[config.mk]
export PLATFORM = sky130hd
export DESIGN_NAME = sys_pins
export DESIGN_NICKNAME = d
export VERILOG_FILES = /design/src/include/sys_pins_pkg.sv /design/src/rtl/erase_debounce.sv /design/src/rtl/sys_pins.sv
export VERILOG_INCLUDE_DIRS = /design/src /design/src/include
export SDC_FILE = /design/constraint.sdc
export NUM_CORES = 1
export LEC_CHECK = 0
export BUFFER_PORTS_ARGS = -buffer_cell sky130_fd_sc_hd__buf_4
export CORE_MARGIN = 3
export CORE_UTILIZATION = 50
export DETAILED_ROUTE_END_ITERATION = 12
export PLACE_DENSITY = 0.77
export SYNTH_ARGS = -nofsm -noshare
export SYNTH_HDL_FRONTEND = slang
export SYNTH_SLANG_ARGS = --single-unit
[constraint.sdc]
create_clock -name core_clk -period 4.2 [get_ports core_clk]
set_clock_uncertainty 0.1 [all_clocks]
set_input_delay 0.21 -clock core_clk [delete_from_list [all_inputs] [get_ports core_clk]]
set_output_delay 0.21 -clock core_clk [all_outputs]
set_load 0.02 [all_outputs]
[src/include/sys_pins_cfg.svh]
`ifndef SYS_PINS_CFG_SVH
`define SYS_PINS_CFG_SVH

// Core clock period in picoseconds (100 MHz)
`define CORE_CLK_PERIOD_PS   32'd10000
// Slow clock period in picoseconds (32.768 MHz, about 30.5 ns)
`define SLOW_CLK_PERIOD_PS   32'd30518
// Core cycles per slow tick, rounded down
`define SLOW_DIV_COUNT       (`SLOW_CLK_PERIOD_PS / `CORE_CLK_PERIOD_PS)
// Least erase assertion time, in slow clock ticks
`define ERASE_MIN_TICKS      16'd220
// Least width of a reset pulse driven out, in ns
`define RST_OUT_MIN_NS       32'd1000
// Core cycles for that pulse, rounded up
`define RST_OUT_CYCLES       ((`RST_OUT_MIN_NS * 32'd1000 + `CORE_CLK_PERIOD_PS - 32'd1) / `CORE_CLK_PERIOD_PS)
// Width of the slow divider and the reset pulse counter
`define DIV_W                12
`define RST_CNT_W            8
// Reset value of the mode strap latch
`define STRAP_RESET          1'b0

`endif

[src/include/sys_pins_pkg.sv]
package sys_pins_pkg;

  // Reset pin drive state, one-hot
  typedef enum logic [2:0] {
    RST_IDLE  = 3'b001,
    RST_DRIVE = 3'b010,
    RST_WAIT  = 3'b100
  } rst_state_t;

endpackage : sys_pins_pkg

[src/rtl/erase_debounce.sv]
`timescale 1ns/1ps
`default_nettype none
`include "sys_pins_cfg.svh"

// ************************************************
// Erase pin debounce on the slow tick
// ************************************************
module erase_debounce
  import sys_pins_pkg::*;
(
  input  wire logic core_clk,   // Core clock
  input  wire logic rst_b,      // Async reset, active low
  input  wire logic slow_tick,  // One-cycle slow clock enable
  input  wire logic pin_level,  // Raw erase level, already gated
  output logic      erase_req   // One-cycle accepted request
);

  logic        sync1;           // First synchroniser stage
  logic        sync2;           // Second synchroniser stage
  logic [15:0] count;           // Ticks the level has stayed high
  logic        done;            // Request already issued for this press
  logic [15:0] next_count;
  logic        next_done;
  logic        next_req;

  // Next count, request and done flags
  always_comb begin
    next_count = count;
    next_done  = done;
    next_req   = 1'b0;
    if (!sync2) begin
      // Level dropped early: start over
      next_count = 16'h0000;
      next_done  = 1'b0;
    end else if (slow_tick && !done) begin
      // Count only on the slow tick
      if (count + 16'h0001 >= `ERASE_MIN_TICKS) begin
        next_req  = 1'b1;
        next_done = 1'b1;
        next_count = count;
      end else begin
        next_count = count + 16'h0001;
      end
    end
  end

  // Register stage
  always_ff @(posedge core_clk or negedge rst_b) begin
    if (!rst_b) begin
      sync1     <= 1'b0;
      sync2     <= 1'b0;
      count     <= 16'h0000;
      done      <= 1'b0;
      erase_req <= 1'b0;
    end else begin
      sync1     <= pin_level;
      sync2     <= sync1;
      count     <= next_count;
      done      <= next_done;
      erase_req <= next_req;
    end
  end
endmodule : erase_debounce
`default_nettype wire

[src/rtl/sys_pins.sv]
`timescale 1ns/1ps
`default_nettype none
`include "sys_pins_cfg.svh"

// Function
// - Strap sampled at power-up: high means test
// - Reset pin bidirectional, driven or pulled low
// - Pin reset spares the backup region
// - Any input pulse accepted; output pulse minimum
// - Reset pin starts as input, drive off
// - Accepted erase sets flash to all ones
// - Erase works even when flash secured
// - Erase debounced on slow clock, minimum time
// - Erase pin dedicated at startup, not general
// - Driving erase pin low never erases
module sys_pins
  import sys_pins_pkg::*;
(
  input  wire logic core_clk,          // Core clock, 100 MHz
  input  wire logic rst_b,             // Power-up reset, active low
  input  wire logic test_mode_strap,   // Mode strap level
  output logic      test_mode,         // Latched mode: 1 test, 0 normal
  input  wire logic ext_reset_pin_in,  // Reset pin level seen
  output logic      ext_reset_pin_out, // Reset pin output value (always 0)
  output logic      ext_reset_pin_oe_b,// Reset pin enable, low drives
  input  wire logic reset_request,     // On-chip cause wants a reset out
  output logic      core_periph_rst_b, // Reset to core and peripherals
  output logic      backup_rst_b,      // Reset to backup region
  input  wire logic erase_pin_in,      // Erase pin level seen
  input  wire logic erase_gpio_sel,    // Pin handed to general I/O
  input  wire logic flash_secure,      // Flash security bit
  output logic      flash_erase_start, // One-cycle erase start
  output logic      flash_fill_ones    // Erase pattern: all bits one
);

  // ************************************************
  // Slow clock enable divider
  // ************************************************
  logic [`DIV_W-1:0] div_cnt;          // Core cycles into slow period
  logic [`DIV_W-1:0] next_div_cnt;
  logic              slow_tick;        // One-cycle slow enable
  logic              next_slow_tick;

  // Wrap the divider once per slow period
  always_comb begin
    next_slow_tick = 1'b0;
    if (div_cnt == `DIV_W'(`SLOW_DIV_COUNT - 1)) begin
      next_div_cnt   = '0;
      next_slow_tick = 1'b1;
    end else begin
      next_div_cnt = div_cnt + `DIV_W'(1);
    end
  end

  always_ff @(posedge core_clk or negedge rst_b) begin
    if (!rst_b) begin
      div_cnt   <= '0;
      slow_tick <= 1'b0;
    end else begin
      div_cnt   <= next_div_cnt;
      slow_tick <= next_slow_tick;
    end
  end

  // ************************************************
  // Mode strap capture
  // ************************************************
  logic strap_taken;                   // Strap already captured
  logic next_strap_taken;
  logic next_test_mode;

  // Capture once on the first edge after reset release; later changes
  // on the pin are ignored since the board must keep it fixed
  always_comb begin
    next_strap_taken = 1'b1;
    next_test_mode   = test_mode;
    if (!strap_taken) begin
      next_test_mode = test_mode_strap;
    end
  end

  always_ff @(posedge core_clk or negedge rst_b) begin
    if (!rst_b) begin
      strap_taken <= 1'b0;
      test_mode   <= `STRAP_RESET;
    end else begin
      strap_taken <= next_strap_taken;
      test_mode   <= next_test_mode;
    end
  end

  // ************************************************
  // Reset pin: drive out and take in
  // ************************************************
  rst_state_t             rst_state;   // Drive state
  rst_state_t             next_rst_state;
  logic [`RST_CNT_W-1:0]  rst_cnt;     // Cycles driven so far
  logic [`RST_CNT_W-1:0]  next_rst_cnt;
  logic                   pin_q;       // Registered pin level
  logic                   next_oe_b;
  logic [`RST_CNT_W-1:0]  low_run;     // Cycles the pin drive has stayed on
  logic [`RST_CNT_W-1:0]  next_low_run;

  // Drive low for at least the minimum width, then release and
  // wait for the pin to return high before another pulse
  always_comb begin
    next_rst_state = rst_state;
    next_rst_cnt   = rst_cnt;
    next_oe_b      = 1'b1;
    unique case (rst_state)
      RST_IDLE: begin
        if (reset_request) begin
          next_rst_state = RST_DRIVE;
          next_rst_cnt   = '0;
          next_oe_b      = 1'b0;
        end
      end
      RST_DRIVE: begin
        next_oe_b = 1'b0;
        if (rst_cnt >= `RST_CNT_W'(`RST_OUT_CYCLES - 1)) begin
          next_rst_state = RST_WAIT;
          next_oe_b      = 1'b1;
        end else begin
          next_rst_cnt = rst_cnt + `RST_CNT_W'(1);
        end
      end
      RST_WAIT: begin
        // Wait for the pull-up to bring the line back
        if (ext_reset_pin_in) begin
          next_rst_state = RST_IDLE;
        end
      end
      default: begin
        next_rst_state = RST_IDLE;
      end
    endcase
  end

  always_ff @(posedge core_clk or negedge rst_b) begin
    if (!rst_b) begin
      rst_state          <= RST_IDLE;
      rst_cnt            <= '0;
      ext_reset_pin_oe_b <= 1'b1;     // Input after reset
      pin_q              <= 1'b1;
    end else begin
      rst_state          <= next_rst_state;
      rst_cnt            <= next_rst_cnt;
      ext_reset_pin_oe_b <= next_oe_b;
      pin_q              <= ext_reset_pin_in;
    end
  end

  // Drive length for the width check; saturates so a stuck drive cannot wrap
  always_comb begin
    next_low_run = low_run;
    if (ext_reset_pin_oe_b) begin
      next_low_run = '0;
    end else if (low_run != '1) begin
      next_low_run = low_run + `RST_CNT_W'(1);
    end
  end

  // Register the drive length
  always_ff @(posedge core_clk or negedge rst_b) begin
    if (!rst_b) begin
      low_run <= '0;
    end else begin
      low_run <= next_low_run;
    end
  end

  // Only ever drives low; open-drain style
  assign ext_reset_pin_out = 1'b0;

  // Any low on the pin, however short, resets core and peripherals;
  // pass-through keeps even a single-cycle pulse
  assign core_periph_rst_b = rst_b & ext_reset_pin_in & pin_q;
  // Backup region sees only the power-up reset
  assign backup_rst_b      = rst_b;

  // ************************************************
  // Erase pin
  // ************************************************
  logic erase_level;                  // Pin level while dedicated
  logic erase_req;                    // Debounced accepted request

  // General I/O use masks the pin, so a low output never erases;
  // security bit does not gate the path
  assign erase_level = erase_pin_in & ~erase_gpio_sel;

  erase_debounce u_erase (
    .core_clk  (core_clk),
    .rst_b     (rst_b),
    .slow_tick (slow_tick),
    .pin_level (erase_level),
    .erase_req (erase_req)
  );

  always_ff @(posedge core_clk or negedge rst_b) begin
    if (!rst_b) begin
      flash_erase_start <= 1'b0;
      flash_fill_ones   <= 1'b0;
    end else begin
      flash_erase_start <= erase_req;
      flash_fill_ones   <= erase_req;
    end
  end
endmodule : sys_pins
`default_nettype wire

==> flow_metrics.py <==
metrics = {
    "critical_path": {
        "path_max_fanout": 10,
        "worst_path_max_delay_cell": "sky130_fd_sc_hd__o22ai_1",
        "cp_cell_sequence": "ha_1 -> and3_1 -> a21oi_1 -> or3_1 -> o22ai_1 -> or4_1 -> mux2i_1",
        "worstPathArrival_ns": 2.85,
        "setup.worst_path.end_class": "register",
        "critPathRequiredTime_ns": 4.32,
        "worst_path_class_setup": "reg -> reg",
        "start_kind": "register",
        "max_stage_delay_ns": 0.49,
    },
    "sta": {
        "finalSetupViolCount": 0,
        "final_period_minus_worst_setup_slack_ns": 2.73,
        "hold_viol_final": 0,
        "max_slew_margin": 0.533,
        "grt_setup_unrepaired": "no",
        "finalMaxSlewViolations": 0,
        "fmaxAchievable_mhz": 366,
        "fin_setup_tns_ns": 0,
        "tightestPinTransition_ns": 0.701,
        "post-route-period-util": 0.650,
    },
    "logic_synthesis": {
        "ys_seq_area_frac": 0.511,
        "count_of_state_elements_after_synthesis": 49,
        "yosys_warnings": 0,
        "synthesis.nets": 242,
        "synth_area_sq_um": 2410,
        "synth_cell_types": 45,
        "synthArstFlopShare": 1.00,
        "avgSynthCellArea_sq_um": 10.5,
        "synth-edff-count": 0,
        "synthFlopType": "sky130_fd_sc_hd__dfrtp_1",
        "synthCells": 230,
    },
    "layout": {
        "n_antenna_cell": 0,
        "num-fill-cells": 367,
        "drive_above_1_share": 0.146,
        "final_common_cell": "sky130_fd_sc_hd__dfrtp_1",
        "final_core_utilization": 0.593,
        "nets": 257,
        "multi_input_comb_area_sq_um": 1110,
        "syn2layout_area_growth_pct": 10.9,
        "final_cell_mix": "sky130_fd_sc_hd__dfrtp_1 (46), sky130_fd_sc_hd__nor2_1 (22), sky130_fd_sc_hd__nand2_1 (22)",
        "sequential_cell_area_sq_um": 1230,
    },
    "cts": {
        "cts.root.buffer_cell": "sky130_fd_sc_hd__clkbuf_8",
        "worst_setup_hold_path_clk_slew_ns": 0.08,
        "cts_sinks": 49,
        "cts_tree": "done",
        "post_cts.repair.setup_buffers": 0,
        "cts_made_buffers": 5,
        "clock_tree.htree_level_count": 2,
        "clock_latency_at_the_later_pin_of_the_worst_skew_pair_ns": 0.30,
        "ctsLongestPathBuffers": 2,
    },
    "placement": {
        "detailed_place_hpwl_microns": 2660,
        "finalWeightedCongestion": 0.792,
        "buffer_ports.inserted": 12,
    },
    "grt": {
        "via_count_of_the_first_global_routing_pass": 1575,
        "grt_usage": 0.158,
        "overflow": 0,
        "grt_first_pass_wirelength_microns": 6840,
        "antenna_violations_before_repair": 0,
        "pin_count_of_the_biggest_net_entering_global_routing": 52,
    },
    "drt": {
        "vias": 1679,
        "routed_len_inst_microns": 13.2,
        "drt_wirelength_microns": 3920,
        "drcViolationCount": 0,
        "dr_vias_cell": 5.63,
        "antenna_violating_nets_post_route": 0,
        "number_of_search_and_repair_iterations_in_the_first_detailed_routing_pass": 4,
        "drt_iter0_drc": 67,
    },
    "power_and_ir_drop": {
        "maximum_resistive_drop_on_vdd_v": 0.000260,
        "leakagePower_nw": 1.20,
        "cellPowerDensity_nw_per_um2": 319,
    },
    "die": {
        "die_w_microns": 75.4,
        "floorplan.io_pins": 15,
        "core_region_area_sq_um": 4500,
        "dieArea_sq_um": 5680,
        "floorplan.rows": 24,
        "starting_density_of_the_core": 0.534,
        "die_height_microns": 75.4,
    },
    "flow_run": {
        "maxCapViolations": 0,
    },
    "run_status": {
        "status": "completed",
    },
    "min_path": {
        "hp-class": "in -> reg",
    },
}
==> cells in the mapped netlist (all sizes together) (4+ instances only) <==
cell / instances / share of area
nor4: 10 / 0.035
inv: 7 / 0.011
buf: 4 / 0.011
nand2: 22 / 0.034
a21oi: 7 / 0.019
nor3: 6 / 0.017
nand4: 5 / 0.013
dfrtp: 46 / 0.48
nand3: 13 / 0.034
xor2: 5 / 0.018
nor2: 22 / 0.034
ha: 4 / 0.021
and4: 4 / 0.015
mux2i: 8 / 0.033
nand2b: 7 / 0.018
and3: 12 / 0.031
a31oi: 6 / 0.021
xnor2: 13 / 0.047
==> cell families (layout without fill, tap and decap cells) <==
family                     after synthesis  count (layout)  share of synthesized area
AOI/OAI and AO/OA                       24              24                     0.0749
xor gates and xnor gates                18              18                     0.0655
adders and majority gates                4               4                     0.0208
buffers and inverters                   14              30                     0.0270
DFF                                     49              49                      0.511
muxes                                   10              10                     0.0426
other                                    2               2                    0.00312
and+or+nand+nor                        109             109                      0.255
==> final cells by class <==
| type | count | area share |
|---|---|---|
| sequential | 49 | 0.461 |
| multi-input combinational | 167 | 0.416 |
| timing repair buffer | 15 | 0.0450 |
| clock buffer | 7 | 0.0323 |
| tap | 52 | 0.0244 |
| clock inverter | 1 | 0.0113 |
| inverter | 7 | 0.00985 |
==> final timing paths <==
kind                                        start           endpoint  slack (ns)  cells after the start
min in group asynchronous                   rst_b  u_erase.count[12]        0.36                      2
worst max-delay path             u_erase.count[0]   u_erase.count[0]        1.47                      7
worst max register to register   u_erase.count[0]   u_erase.count[0]        1.47                      7
worst min-delay path                 erase_pin_in      u_erase.sync1        0.03                      2
worst min register to register  u_erase.erase_req    flash_fill_ones        0.26                      0
max in group asynchronous                   rst_b         div_cnt[1]        3.23                      2
==> power breakdown <==
group	leakage, nW	internal [mW]	switching, mW
Sequential	0.642	0.475	0.00455
Clock	0.0585	0.194	0.153
Combinational	0.498	0.0104	0.0151
==> repair_timing <==
item / 4_1_cts / 5_1_grt
hold buffers: 3 / 0
endpoints found under the hold margin: 48 / 0
setup endpoints to repair: 0 / 0
resized for setup: 0 / 0
==> registers in the layout (all words and copies together), names as in the netlist <==
register	cells
strap_taken	1
div_cnt	12
rst_cnt	8
pin_q	1
test_mode	1
flash_fill_ones	1
u_erase.count	16
slow_tick	1
u_erase.erase_req	1
u_erase.sync1	1
ext_reset_pin_oe_b	1
u_erase.done	1
rst_state	3
u_erase.sync2	1
==> metrics by stage <==
step           std cells  worst slack (ns)  hold slack, ns  instance area (sq um)  total power [mW]
6_report             298              1.47          0.0261                   2670             0.852
5_1_grt              298              1.25          0.0362                   2670             0.883
4_1_cts              298              1.44          0.0201                   2670             0.861
3_5_place_dp         287              1.51           0.165                   2520             0.513
3_3_place_gp         287              1.55           0.168                   2520             0.513
2_1_floorplan        230              1.84          -0.186                   2410             0.497
==> metal layers <==
layer  GRT usage  vias up  routed length (microns)
met5           0        -                        0
met4      0.0602        0                       70
met3      0.0449        8                       98
met2       0.252       15                     1840
met1       0.204      816                     1910
li1            -      840                        -
==> critical path, delay by kind of cell, from the launching register on <==
kind	cells	cell delay, ns
and+or+nand+nor	3	1.02
AOI/OAI and AO/OA	2	0.57
DFF	1	0.41
adders and majority gates	1	0.30
muxes	1	0.24
Note: power is estimated with default switching activity, not from simulation.
